==> config.mk <==
export PLATFORM = sky130hd
export DESIGN_NAME = vdram_ctrl
export DESIGN_NICKNAME = d
export VERILOG_FILES = /design/src/hdl/vdram_ctrl_pkg.sv /design/src/hdl/vdram_ctrl.sv
export SDC_FILE = /design/constraint.sdc
export NUM_CORES = 1
export LEC_CHECK = 0
export BUFFER_PORTS_ARGS = -buffer_cell sky130_fd_sc_hd__buf_2
export CAP_MARGIN = 10
export CORE_AREA = 2 2 90 92
export CTS_CLUSTER_DIAMETER = 150
export DETAILED_ROUTE_END_ITERATION = 8
export DIE_AREA = 0 0 92 94
export GPL_TIMING_DRIVEN = 0
export SETUP_SLACK_MARGIN = 0.3
export SLEW_MARGIN = 5
export SYNTH_ARGS = -nofsm -noshare
export SYNTH_HDL_FRONTEND = slang
export SYNTH_SLANG_ARGS = --single-unit
==> constraint.sdc <==
create_clock -name clock -period 3.35 [get_ports clock]
set_clock_uncertainty 0.15 [all_clocks]
set_input_delay 0.335 -clock clock [delete_from_list [all_inputs] [get_ports clock]]
set_output_delay 0.335 -clock clock [all_outputs]
set_load 0.02 [all_outputs]
==> src/hdl/vdram_ctrl_pkg.sv <==
// Package with constants and state types for the single-bank video DRAM controller.
package vdram_ctrl_pkg;

  // Refresh interval in cycles between refresh requests.
  localparam int REFRESH_INTERVAL = 256;
  localparam int REFRESH_WIDTH = 12;
  // Block select pattern for the upper address byte.
  localparam logic [7:0] BLOCK_SELECT = 8'h00;
  // Size option encodings for byte writes.
  localparam logic [1:0] SIZE_WORD = 2'h0;
  localparam logic [1:0] SIZE_BYTE = 2'h1;
  localparam logic [1:0] SIZE_HALF = 2'h2;
  // Timing figures in ns and the clock period.
  localparam int CLOCK_PERIOD_NS = 8;
  localparam int RAS_MIN_NS = 120;
  localparam int CAS_MIN_NS = 60;
  localparam int PRECHARGE_MIN_NS = 100;
  localparam int RAS_MIN_CYCLES = (RAS_MIN_NS + CLOCK_PERIOD_NS - 1) / CLOCK_PERIOD_NS;

  // Random-port token states, one-hot.
  typedef enum logic [10:0] {
    RP_IDLE                   = 11'h001,
    INSTR_ROW_STROBE_STATE    = 11'h002,
    INSTR_COLUMN_STROBE_STATE = 11'h004,
    INSTR_WAIT_STATE          = 11'h008,
    DATA_ROW_STROBE_STATE     = 11'h010,
    DATA_COLUMN_STROBE_STATE  = 11'h020,
    DATA_WAIT_STATE           = 11'h040,
    DATA_COMPLETE_STATE       = 11'h080,
    PRECHARGE_FIRST_STATE     = 11'h100,
    PRECHARGE_SECOND_STATE    = 11'h200,
    REFRESH_ROW_STATE         = 11'h400
  } random_state_t;

  // Serial-port token states, one-hot.
  typedef enum logic [5:0] {
    SP_IDLE            = 6'h01,
    SERIAL_DELAY_ONE   = 6'h02,
    SERIAL_DELAY_TWO   = 6'h04,
    SERIAL_DELAY_THREE = 6'h08,
    SERIAL_DELAY_FOUR  = 6'h10,
    SERIAL_BURST_STATE = 6'h20
  } serial_state_t;

  // Refresh hold states share a small counter with the row state.
  typedef enum logic [2:0] {
    HOLD_NONE = 3'h1,
    HOLD_A    = 3'h2,
    HOLD_B    = 3'h4
  } hold_t;

endpackage

==> src/hdl/vdram_ctrl.sv <==
// Single-bank video DRAM controller: decode, dual-token sequencer, refresh and byte enables.
`timescale 1ns/10ps
module vdram_ctrl #(
  parameter int REFRESH_COUNT = vdram_ctrl_pkg::REFRESH_INTERVAL
) (
  // Clock and reset
  input wire logic clock,
  input wire logic nrst,
  // Processor request side
  input wire logic [7:0] addrUpper,
  input wire logic instrRequest,
  input wire logic instrRequestQual,
  input wire logic dataRequest,
  input wire logic dataRequestQual,
  input wire logic dataWrite,
  input wire logic instr_burst_request_in,
  input wire logic bus_invalid,
  input wire logic size_option_hi,
  input wire logic size_option_lo,
  input wire logic addr_bit_one,
  input wire logic addr_bit_zero,
  // Processor response side
  output logic instr_burst_acknowledge,
  output logic instr_ready,
  output logic data_ready,
  output logic data_pipeline_enable,
  // Memory control side
  output logic rowStrobe,
  output logic columnStrobe,
  output logic addrMuxColumn,
  output logic transferEnable,
  output logic instrOutputEnable,
  output logic shiftClockEnable,
  output logic bankSelect,
  output logic [3:0] byte_write_enables,
  // Status
  output logic refreshPending
);

  logic rstMeta_reg;
  logic rstSync_reg;
  logic burstReq_reg;
  logic refreshReq_reg;
  logic [vdram_ctrl_pkg::REFRESH_WIDTH-1:0] refreshCount_reg;
  logic writeCycle_reg;
  vdram_ctrl_pkg::random_state_t random_port_token;
  vdram_ctrl_pkg::random_state_t randomNext;
  vdram_ctrl_pkg::serial_state_t serial_port_token;
  vdram_ctrl_pkg::serial_state_t serialNext;
  vdram_ctrl_pkg::hold_t hold_reg;
  logic instr_start_decode;
  logic dataStartDecode;
  logic refreshAck;
  logic refreshCasSetup;

  localparam logic [vdram_ctrl_pkg::REFRESH_WIDTH-1:0] REFRESH_LAST =
    vdram_ctrl_pkg::REFRESH_WIDTH'(REFRESH_COUNT - 1);

  // Big-endian lane decode: lane 3 is bits 31..24 at byte address 0.
  function automatic logic [3:0] laneEnables(input logic [1:0] size, input logic [1:0] addr);
    logic [3:0] lanes;
    lanes = 4'h0;
    unique case (size)
      vdram_ctrl_pkg::SIZE_BYTE: lanes = 4'h8 >> addr;
      vdram_ctrl_pkg::SIZE_HALF: lanes = addr[1] ? 4'h3 : 4'hc;
      default: lanes = 4'hf;
    endcase
    return lanes;
  endfunction

  // Reset release synchroniser; assertion stays asynchronous.
  always_ff @(posedge clock or negedge nrst) begin
    if (!nrst) begin
      rstMeta_reg <= 1'b0;
      rstSync_reg <= 1'b0;
    end else begin
      rstMeta_reg <= 1'b1;
      rstSync_reg <= rstMeta_reg;
    end
  end

  // The raw burst request settles too late in the cycle to steer state logic.
  always_ff @(posedge clock or negedge rstSync_reg) begin
    if (!rstSync_reg) begin
      burstReq_reg <= 1'b0;
    end else begin
      burstReq_reg <= instr_burst_request_in;
    end
  end

  // Refresh interval counter runs regardless of traffic.
  always_ff @(posedge clock or negedge rstSync_reg) begin
    if (!rstSync_reg) begin
      refreshCount_reg <= '0;
    end else if (refreshCount_reg == REFRESH_LAST) begin
      refreshCount_reg <= '0;
    end else begin
      refreshCount_reg <= refreshCount_reg + 1'b1;
    end
  end

  assign refreshAck = (random_port_token == vdram_ctrl_pkg::REFRESH_ROW_STATE) &&
                      (hold_reg == vdram_ctrl_pkg::HOLD_NONE);

  // Expiry wins over acknowledge so no interval is lost.
  always_ff @(posedge clock or negedge rstSync_reg) begin
    if (!rstSync_reg) begin
      refreshReq_reg <= 1'b0;
    end else if (refreshCount_reg == REFRESH_LAST) begin
      refreshReq_reg <= 1'b1;
    end else if (refreshAck) begin
      refreshReq_reg <= 1'b0;
    end
  end

  assign refreshPending = refreshReq_reg;

  // Start indications are gated with idle and a clear refresh request.
  always_comb begin
    logic selected;
    selected = (addrUpper == vdram_ctrl_pkg::BLOCK_SELECT);
    instr_start_decode = selected && instrRequest && instrRequestQual &&
                         !refreshReq_reg && !bus_invalid &&
                         (random_port_token == vdram_ctrl_pkg::RP_IDLE) &&
                         (serial_port_token == vdram_ctrl_pkg::SP_IDLE);
    dataStartDecode = selected && dataRequest && dataRequestQual &&
                      !refreshReq_reg && !bus_invalid &&
                      (random_port_token == vdram_ctrl_pkg::RP_IDLE);
  end

  // Random-port token; refresh hold states count inside the refresh row state.
  always_comb begin
    randomNext = random_port_token;
    unique case (random_port_token)
      vdram_ctrl_pkg::RP_IDLE: begin
        if (refreshReq_reg) begin
          randomNext = vdram_ctrl_pkg::REFRESH_ROW_STATE;
        end else if (instr_start_decode) begin
          randomNext = vdram_ctrl_pkg::INSTR_ROW_STROBE_STATE;
        end else if (dataStartDecode) begin
          randomNext = vdram_ctrl_pkg::DATA_ROW_STROBE_STATE;
        end
      end
      vdram_ctrl_pkg::INSTR_ROW_STROBE_STATE:
        randomNext = vdram_ctrl_pkg::INSTR_COLUMN_STROBE_STATE;
      vdram_ctrl_pkg::INSTR_COLUMN_STROBE_STATE:
        randomNext = vdram_ctrl_pkg::INSTR_WAIT_STATE;
      vdram_ctrl_pkg::INSTR_WAIT_STATE:
        randomNext = vdram_ctrl_pkg::PRECHARGE_FIRST_STATE;
      vdram_ctrl_pkg::DATA_ROW_STROBE_STATE:
        randomNext = vdram_ctrl_pkg::DATA_COLUMN_STROBE_STATE;
      vdram_ctrl_pkg::DATA_COLUMN_STROBE_STATE:
        randomNext = vdram_ctrl_pkg::DATA_WAIT_STATE;
      vdram_ctrl_pkg::DATA_WAIT_STATE:
        randomNext = vdram_ctrl_pkg::DATA_COMPLETE_STATE;
      vdram_ctrl_pkg::DATA_COMPLETE_STATE:
        randomNext = vdram_ctrl_pkg::PRECHARGE_FIRST_STATE;
      vdram_ctrl_pkg::REFRESH_ROW_STATE: begin
        if (hold_reg == vdram_ctrl_pkg::HOLD_B) begin
          randomNext = vdram_ctrl_pkg::PRECHARGE_FIRST_STATE;
        end
      end
      vdram_ctrl_pkg::PRECHARGE_FIRST_STATE:
        randomNext = vdram_ctrl_pkg::PRECHARGE_SECOND_STATE;
      vdram_ctrl_pkg::PRECHARGE_SECOND_STATE:
        randomNext = vdram_ctrl_pkg::RP_IDLE;
      default:
        randomNext = vdram_ctrl_pkg::RP_IDLE;
    endcase
  end

  always_ff @(posedge clock or negedge rstSync_reg) begin
    if (!rstSync_reg) begin
      random_port_token <= vdram_ctrl_pkg::RP_IDLE;
    end else begin
      random_port_token <= randomNext;
    end
  end

  // Refresh hold_a and hold_b states, the two extra RAS cycles.
  always_ff @(posedge clock or negedge rstSync_reg) begin
    if (!rstSync_reg) begin
      hold_reg <= vdram_ctrl_pkg::HOLD_NONE;
    end else if (random_port_token != vdram_ctrl_pkg::REFRESH_ROW_STATE) begin
      hold_reg <= vdram_ctrl_pkg::HOLD_NONE;
    end else if (hold_reg == vdram_ctrl_pkg::HOLD_NONE) begin
      hold_reg <= vdram_ctrl_pkg::HOLD_A;
    end else begin
      hold_reg <= vdram_ctrl_pkg::HOLD_B;
    end
  end

  // Latch read or write for the data sequence.
  always_ff @(posedge clock or negedge rstSync_reg) begin
    if (!rstSync_reg) begin
      writeCycle_reg <= 1'b0;
    end else if (dataStartDecode && !refreshReq_reg &&
                 random_port_token == vdram_ctrl_pkg::RP_IDLE && !instr_start_decode) begin
      writeCycle_reg <= dataWrite;
    end
  end

  // Serial token: no address counter; the row loads once and shift clocks advance it.
  always_comb begin
    serialNext = serial_port_token;
    unique case (serial_port_token)
      vdram_ctrl_pkg::SP_IDLE: begin
        if (instr_start_decode) begin
          serialNext = vdram_ctrl_pkg::SERIAL_DELAY_ONE;
        end
      end
      vdram_ctrl_pkg::SERIAL_DELAY_ONE:
        serialNext = vdram_ctrl_pkg::SERIAL_DELAY_TWO;
      vdram_ctrl_pkg::SERIAL_DELAY_TWO:
        serialNext = vdram_ctrl_pkg::SERIAL_DELAY_THREE;
      vdram_ctrl_pkg::SERIAL_DELAY_THREE:
        serialNext = vdram_ctrl_pkg::SERIAL_DELAY_FOUR;
      vdram_ctrl_pkg::SERIAL_DELAY_FOUR:
        serialNext = vdram_ctrl_pkg::SERIAL_BURST_STATE;
      vdram_ctrl_pkg::SERIAL_BURST_STATE: begin
        // The processor ends the burst itself; nothing here preempts it.
        if (!burstReq_reg) begin
          serialNext = vdram_ctrl_pkg::SP_IDLE;
        end
      end
      default:
        serialNext = vdram_ctrl_pkg::SP_IDLE;
    endcase
  end

  always_ff @(posedge clock or negedge rstSync_reg) begin
    if (!rstSync_reg) begin
      serial_port_token <= vdram_ctrl_pkg::SP_IDLE;
    end else begin
      serial_port_token <= serialNext;
    end
  end

  // Mealy outputs: some depend on this cycle's burst request and size and address inputs.
  assign refreshCasSetup = (random_port_token == vdram_ctrl_pkg::RP_IDLE) && refreshReq_reg;

  always_comb begin
    rowStrobe = random_port_token inside {vdram_ctrl_pkg::INSTR_ROW_STROBE_STATE,
      vdram_ctrl_pkg::INSTR_COLUMN_STROBE_STATE, vdram_ctrl_pkg::INSTR_WAIT_STATE,
      vdram_ctrl_pkg::DATA_ROW_STROBE_STATE, vdram_ctrl_pkg::DATA_COLUMN_STROBE_STATE,
      vdram_ctrl_pkg::DATA_WAIT_STATE, vdram_ctrl_pkg::REFRESH_ROW_STATE};
    columnStrobe = refreshCasSetup ||
      (random_port_token inside {vdram_ctrl_pkg::INSTR_COLUMN_STROBE_STATE,
      vdram_ctrl_pkg::INSTR_WAIT_STATE, vdram_ctrl_pkg::DATA_COLUMN_STROBE_STATE,
      vdram_ctrl_pkg::DATA_WAIT_STATE, vdram_ctrl_pkg::REFRESH_ROW_STATE});
    addrMuxColumn = random_port_token inside {vdram_ctrl_pkg::INSTR_COLUMN_STROBE_STATE,
      vdram_ctrl_pkg::INSTR_WAIT_STATE, vdram_ctrl_pkg::DATA_COLUMN_STROBE_STATE,
      vdram_ctrl_pkg::DATA_WAIT_STATE};
    transferEnable = random_port_token inside {vdram_ctrl_pkg::INSTR_ROW_STROBE_STATE,
      vdram_ctrl_pkg::INSTR_COLUMN_STROBE_STATE};
    instrOutputEnable = (random_port_token == vdram_ctrl_pkg::INSTR_ROW_STROBE_STATE) ||
      (serial_port_token != vdram_ctrl_pkg::SP_IDLE);
    // Acknowledge only after both strobes went active, since the address is not latched.
    instr_burst_acknowledge = (serial_port_token == vdram_ctrl_pkg::SERIAL_DELAY_TWO);
    shiftClockEnable = (serial_port_token inside {vdram_ctrl_pkg::SERIAL_DELAY_THREE,
      vdram_ctrl_pkg::SERIAL_DELAY_FOUR}) ||
      ((serial_port_token == vdram_ctrl_pkg::SERIAL_BURST_STATE) &&
       instr_burst_request_in);
    bankSelect = serial_port_token inside {vdram_ctrl_pkg::SERIAL_DELAY_THREE,
      vdram_ctrl_pkg::SERIAL_DELAY_FOUR, vdram_ctrl_pkg::SERIAL_BURST_STATE};
    instr_ready = (serial_port_token == vdram_ctrl_pkg::SERIAL_BURST_STATE) &&
      (random_port_token != vdram_ctrl_pkg::INSTR_ROW_STROBE_STATE);
    data_pipeline_enable = (random_port_token == vdram_ctrl_pkg::DATA_COLUMN_STROBE_STATE);
    data_ready = writeCycle_reg ?
      (random_port_token == vdram_ctrl_pkg::DATA_COLUMN_STROBE_STATE) :
      (random_port_token == vdram_ctrl_pkg::DATA_COMPLETE_STATE);
    byte_write_enables = 4'h0;
    if (writeCycle_reg && (random_port_token inside {vdram_ctrl_pkg::DATA_COLUMN_STROBE_STATE,
        vdram_ctrl_pkg::DATA_WAIT_STATE})) begin
      byte_write_enables = laneEnables({size_option_hi, size_option_lo},
                                       {addr_bit_one, addr_bit_zero});
    end
  end

endmodule

-- Yosys cells after proc, flatten, opt, wreduce, memory -nomap -nowiden
Index checks and enable logic that the tools add are counted.
- register bits after elaboration: 37
- output and inout port bits: 16
- logic and storage cells: 93
- $add $sub $neg: 1
- eq/ne operators: 28
- shifts and indexed selects: 1
- muxes and demuxes: 17
- reduce and logical (&&, ||, !) cells: 37
- operators by type and width (kind ; number):
    one-hot mux 11 bit (9 select lines) ; 1
    2-to-1 mux 11 bit ; 4
    one-hot mux 6 bit (6 select lines) ; 1
    logical AND 1 bit ; 19
    adder 12 x 1 -> 12 bit, second input constant ; 1
    equality test 12 x 8 -> 1 bit, second input constant ; 1
    2-to-1 mux 12 bit ; 1
    2-to-1 mux 6 bit ; 2
    equality test 11 x 1 -> 1 bit, second input constant ; 1
    equality test 11 bit, second input constant ; 1
    equality test 11 x 2 -> 1 bit, second input constant ; 1
    equality test 11 x 3 -> 1 bit, second input constant ; 1
    equality test 11 x 4 -> 1 bit, second input constant ; 1
    equality test 11 x 5 -> 1 bit, second input constant ; 1
    equality test 11 x 6 -> 1 bit, second input constant ; 1
    equality test 11 x 7 -> 1 bit, second input constant ; 1
    equality test 11 x 8 -> 1 bit, second input constant ; 1
    equality test 11 x 9 -> 1 bit, second input constant ; 1
    != test 11 bit, second input constant ; 1
    != test 11 x 2 -> 1 bit, second input constant ; 1
    logical NOT 8 bit ; 1
    2-to-1 mux 4 bit ; 2
    one-hot mux 4 bit (2 select lines) ; 1
    nonzero test 2 bit ; 4
    25 further kinds ; 34

-- Depth between registers and ports, before layout
Gate-level depths: netlist of the first run.
- depth after elaboration: 10
- depth in mapped cells: 6
- depth with buffers taken out: 5

-- Worst setup path before layout of the first run
Ideal clock, no wire load.
- kind: reg2out
- start: reg random_port_token[1]
- end: out data_ready
- arrival: 1925 ps
- path slack: 940 ps
- cell stages (with the launch flop): 6
- buffers on the path: 0
- cells stage by stage: dfrtp_1 -> or3_1 -> nor4_4 -> nor3b_1 -> nand3_1 -> o21ai_0
- cells in the longest elaborated chain, start to end: 2
- ends and longest elaborated chain (what ; RTL line ; text):
    start: declaration ; vdram_ctrl.sv:46 ; vdram_ctrl_pkg::random_state_t random_port_token;
    start signal: assignment ; vdram_ctrl.sv:174 ; random_port_token <= vdram_ctrl_pkg::RP_IDLE;
    start signal: assignment ; vdram_ctrl.sv:176 ; random_port_token <= randomNext;
    equality test 11 x 8 -> 1 bit or equality test 11 x 6 -> 1 bit (tied branches) ; vdram_ctrl.sv:271, vdram_ctrl.sv:270 ;
    2-to-1 mux 1 bit * ; vdram_ctrl.sv:269 ; data_ready = writeCycle_reg ?
    end: declaration ; vdram_ctrl.sv:25 ; output logic data_ready,
Every way passes the cells marked *; elsewhere a longest branch is shown, timed or not.

-- Final worst setup path of the first run
Ends and elaborated chain as after synthesis.

==> flow_summary.yaml, run 1 <==
logic_synthesis:
  synth_area_um2: 1890
  synthMostInstantiatedCell: "dfrtp_1"
  syn_avg_cell_area_um2: 10.3
  yosysWarningCount: 0
  ys_types: 46
  yosys.area.top_type_share: 0.450
  yosys-top-cells-area: "dfrtp_1 (45%), dfstp_2 (4.2%), nor2_1 (4.2%)"
  syn-num-nets: 207
  synth_top_area_cell: "dfrtp_1"
  netlist_instances: 183
  seq_area_frac_synth: 0.491
  synthArstFlopShare: 1.00
  ys_ff_latch: 37
  synth-edff-count: 0
  ys.flop_type: "dfrtp_1"
  synth_common_cells: "dfrtp_1 (34), nor2_1 (21), nand2_1 (11), nand3_1 (10), a21oi_1 (8)"
timing:
  hold_viol: 0
  min_period_ps: 2800
  worst_pin_slew_ps: 762
  max_freq_ghz: 0.357
  finalSetupTns_ps: 0
  fin_crit_sh: 0.836
  max-slew-margin-rel: 0.492
  slew_violations: 0
  rsz0062_at_grt: "false"
  finalSetupViolCount: 0
power_and_ir_drop:
  cellInternalPower_mw: 0.637
  p_leak_nw: 1.16
  swShare: 0.233
  share_comb_of_total_power: 0.047
  power_switching_mw: 0.194
  power_mw: 0.830
  p_seq_frac: 0.553
  pwr-share-clk: 0.400
  irDropWorstVdd_uv: 142
  cellPowerDensity_nw_per_um2: 358
worst_hold_path:
  hp-class: "input pin to register"
setup_path:
  slowest_stage: "or3_1"
  crit_path_max_fanout: 7
  crit_buf_inv: 1
  criticalPathCategory: "register to output pin"
  crit_family: "simple AND/OR/NAND/NOR gates"
  start_kind: "register"
  path_cells: "or3_1 > nor4_4 > nor3b_1 > nand3_1 > o21ai_0 > buf_2"
  critPathArrivalTime_ps: 2310
  worstPathRequired_ps: 2860
  end_kind: "output pin"
  critPathMaxStageDelay_ps: 430
clocking:
  cts-root-buf: "clkbuf_8"
  cts.clk_slew.worst_paths_ps: 80
  clock-sinks: 37
  cts-htree-levels: 2
  cts_tree: "built"
  clock_path_buffers: 2
  cts_setup_buffers: 0
  postCtsHoldBufs: 2
  clock_latency_ps: 300
  cts_resized: 0
  cts_buffers: 5
grt:
  grt_pass1_wl_um: 6830
  grt.total_usage: 0.102
  antenna_found_initial: 0
  grt_pass1_vias: 1472
  gr-total-overflow: 0
  grt_max_degree: 36
drt:
  ant_nets: 0
  drt_iter0_drc: 74
  drcViolationCount: 0
  avgViaCountPerCell: 4.63
  wl_per_cell_um: 11.8
  firstDrtPassIters: 4
  drt-total-wl_um: 3910
  routed-via-count: 1532
layout:
  drive_gt1_frac: 0.253
  layout.nets: 252
  largest_reg_flops: 12
  fin_area_um2: 2320
  n_antenna_cell: 0
  syn_to_final_growth_pct: 22.5
floorplanning:
  design.portCount: 37
  die_area_um2: 8650
  initial_core_util: 0.249
  die_x_um: 92
  die_height_um: 94
  rows: 32
  design.core.area_um2: 7610
placed_design:
  routabilityCongestion: 0.784
  dpl-instance-area_um2: 2200
  hpwl_um: 2900
  io_buffers: 36
run:
  maxCapViolations: 0
run_status:
  status: "finished, final reports clean"
## logic make-up (layout without fill, tap and decap cells)
logic type | count (synthesis) | after routing | share of synthesized area
and+or+nand+nor | 96 | 96 | 0.323
xor gates and xnor gates | 13 | 13 | 0.0602
adders and majority gates | 3 | 3 | 0.0198
AOI/OAI and AO/OA | 22 | 22 | 0.0741
muxes | 1 | 1 | 0.00595
buffers and inverters | 10 | 56 | 0.0238
DFF | 37 | 37 | 0.491
other | 1 | 1 | 0.00198
## cell usage in the layout, fill, tap and decap left out, types with 4 or more instances in the layout
cell type	instances
nand2b_1	5
buf_2	36
dfrtp_1	33
and4b_1	5
xor2_1	6
a21o_1	4
a21oi_1	8
nand2_1	11
xnor2_1	7
nor4_1	5
nor3_1	7
clkbuf_8	6
nand3_1	10
inv_1	7
nor3b_1	4
nor2_1	21
o21ai_0	4
## power by group through the flow
stage | Combinational [mW] | Sequential, mW | Clock, mW
after floorplan | 0.0207 | 0.466 | 0
after global placement | 0.0363 | 0.469 | 0
after global routing | 0.0438 | 0.461 | 0.367
final | 0.0389 | 0.460 | 0.332
after detailed placement | 0.0373 | 0.469 | 0
after CTS | 0.0393 | 0.460 | 0.347
## worst paths after layout
check / start / endpoint / slack, ps / cells after the start
max: random_port_token[1]$_DFFE_PN0P_ / data_ready / 550 / 6
min: dataWrite / writeCycle_reg$_DFFE_PN0P_ / 110 / 2
max reg2reg: random_port_token[6]$_DFFE_PN0P_ / writeCycle_reg$_DFFE_PN0P_ / 1120 / 6
min reg2reg: rstSync_reg$_DFF_PN0_ / refreshCount_reg[4]$_DFF_PN0_ / 200 / 0
max in group asynchronous: rstSync_reg$_DFF_PN0_ / random_port_token[9]$_DFFE_PN0P_ / 2360 / 0
min in group asynchronous: nrst / rstSync_reg$_DFF_PN0_ / 190 / 2
## metal layers
metal  routed length (µm)  share of wire  vias up  GRT usage
met4                  102          0.026        0     0.0597
li1                     -              -      745          -
met3                  213          0.055        7     0.0265
met2                 1710           0.44       40      0.154
met5                    0              0        -          0
met1                 1890           0.48      740      0.133
## final cells by class
cell class | count | area [µm²]
clock inverter | 2 | 13.8
sequential | 37 | 931
buffer | 3 | 18.8
tap | 102 | 128
inverter | 7 | 26.3
multi-input combinational | 136 | 917
clock buffer | 6 | 82.6
timing repair buffer | 38 | 200
fill | 821 | 5290
## per-stage QoR
step | hold slack [ps] | std cells | util | setup WS [ps]
after floorplan | -111 | 183 | - | 940
after global placement | -29.2 | 321 | 0.289 | 894
after detailed placement | -29.3 | 321 | 0.289 | 877
after CTS | 90.3 | 331 | 0.305 | 518
after global routing | 116 | 331 | 0.305 | 380
final | 107 | 331 | 0.305 | 551
No activity file was read; power rests on OpenSTA's default activity.
==> run 2, diff against run 1 <==
- ABC_AREA: unset -> 1
- CORE_AREA: 2 2 90 92 -> 2 2 92 94
- DIE_AREA: 0 0 92 94 -> 0 0 94 96
- clock period: 3.35 -> 2.5 ns (I/O delays scaled with it)
==> run 2 against run 1 <==
Worst setup slack worse by 170 ps. Synthesized cell count grew 31%. Die area grew 4.3%. Synthesized area rose by 3.8%. Largest cell class unchanged.
==> flow_summary.yaml, run 2 <==
drt:
  ant_nets: 0
  drt_iter0_drc: 41
  drt-total-wl_um: 3890
  drcViolationCount: 0
  firstDrtPassIters: 4
  avgViaCountPerCell: 4.16
  routed-via-count: 1634
  wl_per_cell_um: 9.91
timing:
  min_period_ps: 2120
  max-slew-margin-rel: 0.486
  finalSetupTns_ps: 0
  max_freq_ghz: 0.472
  rsz0062_at_grt: "true"
  finalSetupViolCount: 0
  fin_crit_sh: 0.848
  hold_viol: 0
  worst_pin_slew_ps: 771
  slew_violations: 0
logic_synthesis:
  synth-adder-area-share: 0.0191
  synth_common_cells: "inv_1 (43), nor2_1 (37), dfrtp_1 (34), nand2_1 (34), nand3_1 (15)"
  yosysWarningCount: 0
  synthMostInstantiatedCell: "inv_1"
  synthMuxAreaShare: 0
  synth-compound-area-share: 0.0522
  syn-num-nets: 263
  ys_ff_latch: 37
  ys.flop_type: "dfrtp_1"
  synth_top_family_by_area: "simple AND/OR/NAND/NOR gates"
  synthArstFlopShare: 1.00
  synth_top_area_cell: "dfrtp_1"
  syn_avg_cell_area_um2: 8.22
  netlist_instances: 239
  synth-simple-area-share: 0.329
  synth-edff-count: 0
  yosys.area.top_type_share: 0.433
  synth_area_um2: 1960
  ys_types: 30
  yosys-top-cells-area: "dfrtp_1 (43%), inv_1 (8.2%), nor2_1 (7.1%)"
  seq_area_frac_synth: 0.473
  synth_xor_area_frac: 0.0312
setup_path:
  timing.rr.end: "refreshCount_reg[0]$_DFF_PN0_"
  timing.rr.start: "refreshCount_reg[0]$_DFF_PN0_"
  path_cells: "nor2_4 > nand2_2 > nor2_4 > nand4_1 > nand3_1 > nand3b_1 > buf_2"
  crit_path_max_fanout: 4
  start_kind: "register"
  slowest_stage: "dfrtp_1"
  r2r_slack_ps: 940
  crit_path_frequent_cell: "nor2_4"
  crit_buf_inv: 1
  crit_family: "simple AND/OR/NAND/NOR gates"
  rr_worst_depth: 6
  worstPathRequired_ps: 2100
  end_kind: "output pin"
  critPathMaxStageDelay_ps: 410
  critPathArrivalTime_ps: 1720
  criticalPathCategory: "register to output pin"
worst_hold_path:
  hp-class: "input pin to register"
  hold_path_end: "writeCycle_reg$_DFFE_PN0P_"
  min_path_cells: 3
  min-delay-start: "dataWrite"
floorplanning:
  initial_core_util: 0.244
  die_x_um: 94
  design.core.area_um2: 8050
  die_height_um: 96
  die_area_um2: 9020
  design.portCount: 37
  rows: 33
clocking:
  cts_buffers: 5
  clock-sinks: 37
  cts-htree-levels: 2
  cts_tree: "built"
  cts.clk_slew.worst_paths_ps: 80
  cts-root-buf: "clkbuf_8"
  clock_latency_ps: 290
  clock_path_buffers: 2
placed_design:
  dpl.cell_count: 380
  hpwl_um: 3110
  routabilityCongestion: 0.801
  io_buffers: 36
  dpl-instance-area_um2: 2280
layout:
  syn_to_final_growth_pct: 23.9
  instances_no_fill: 393
  n_antenna_cell: 0
  drive_gt1_frac: 0.292
  layout.nets: 311
  mostFrequentLayoutCells: "inv_1 (43), nor2_1 (36), nand2_1 (34), buf_2 (34), dfrtp_1 (32)"
  fin_area_um2: 2430
  mostFrequentLayoutCell: "inv_1"
  largest_reg_flops: 12
  fillers: 873
grt:
  grt.total_usage: 0.0909
  gr-total-overflow: 0
  grt_max_degree: 36
  grt_pass1_wl_um: 6540
  antenna_found_initial: 0
  grt_pass1_vias: 1583
power_and_ir_drop:
  cellPowerDensity_nw_per_um2: 449
  p_leak_nw: 1.36
  irDropWorstVdd_uv: 161
run:
  maxCapViolations: 0
run_status:
  status: "finished, final reports clean"
## run 2: layout make-up
type / count / area [µm²] / share of cell area
Timing Repair Buffer: 41 / 228 / 0.0935
Clock inverter: 3 / 17.5 / 0.00719
Tap cell: 105 / 131 / 0.0540
Inverter: 49 / 184 / 0.0755
Clock buffer: 5 / 68.8 / 0.0283
Multi-Input combinational cell: 153 / 873 / 0.359
Sequential cell: 37 / 932 / 0.383
## run 2: kinds of logic (layout without fill, tap and decap cells)
logic type / count (synthesis) / in the layout
xor gates and xnor gates: 7 / 7
AOI/OAI and AO/OA: 17 / 17
adders and majority gates: 3 / 3
buffers and inverters: 49 / 98
other: 1 / 1
DFF: 37 / 37
and+or+nand+nor: 125 / 125
## run 2: what timing repair did
| action | in CTS | in global routing |
|---|---|---|
| gates resized for setup | 0 | 8 |
| endpoints found under the hold margin | 3 | 0 |
| endpoints found under the setup margin | 0 | 7 |
| buffers inserted | 0 | 3 |
| hold buffers | 2 | 0 |
## run 2: worst reg2reg max path, delay by kind of cell, from the launching register on
kind | cells | cell delay [ps]
AND/OR/NAND/NOR | 5 | 690
flip-flops | 1 | 370
adder cells (fa/ha/maj) | 1 | 240
## run 2: worst max path at each step
stage	cells after the start	endpoint	startpoint
4_1_cts	8	byte_write_enables[1]	random_port_token[3]$_DFFE_PN0P_
3_5_place_dp	8	byte_write_enables[1]	random_port_token[3]$_DFFE_PN0P_
2_1_floorplan	6	columnStrobe	random_port_token[0]$_DFFE_PN1P_
5_1_grt	7	columnStrobe	random_port_token[5]$_DFFE_PN0P_
6_report	7	columnStrobe	random_port_token[5]$_DFFE_PN0P_
3_3_place_gp	7	columnStrobe	random_port_token[5]$_DFFE_PN0P_
## run 2: report_power, final
part / switching (mW) / leakage (nW) / internal (mW) / total, mW
combinational: 0.0356 / 0.826 / 0.0315 / 0.0672
clock: 0.213 / 0.0439 / 0.192 / 0.405
sequential: 0.0149 / 0.487 / 0.605 / 0.620
total: 0.264 / 1.36 / 0.829 / 1.09
## run 2: per-layer routing
| metal | track usage | up-vias | wire, µm |
|---|---|---|---|
| met5 | 0 | - | 0 |
| met1 | 0.0985 | 777 | 1620 |
| met2 | 0.171 | 15 | 2100 |
| met4 | 0.0254 | 0 | 35 |
| met3 | 0.0274 | 5 | 139 |
| li1 | - | 837 | - |
## run 2: through the flow
stage	util	hold WS, ps	setup WS (ps)	total power [mW]
after CTS	0.296	62.0	325	1.11
after detailed placement	0.283	-112	660	0.696
after global placement	0.283	-114	679	0.694
final	0.302	63.5	380	1.09
after floorplan	-	-196	723	0.666
after global routing	0.302	63.2	277	1.15
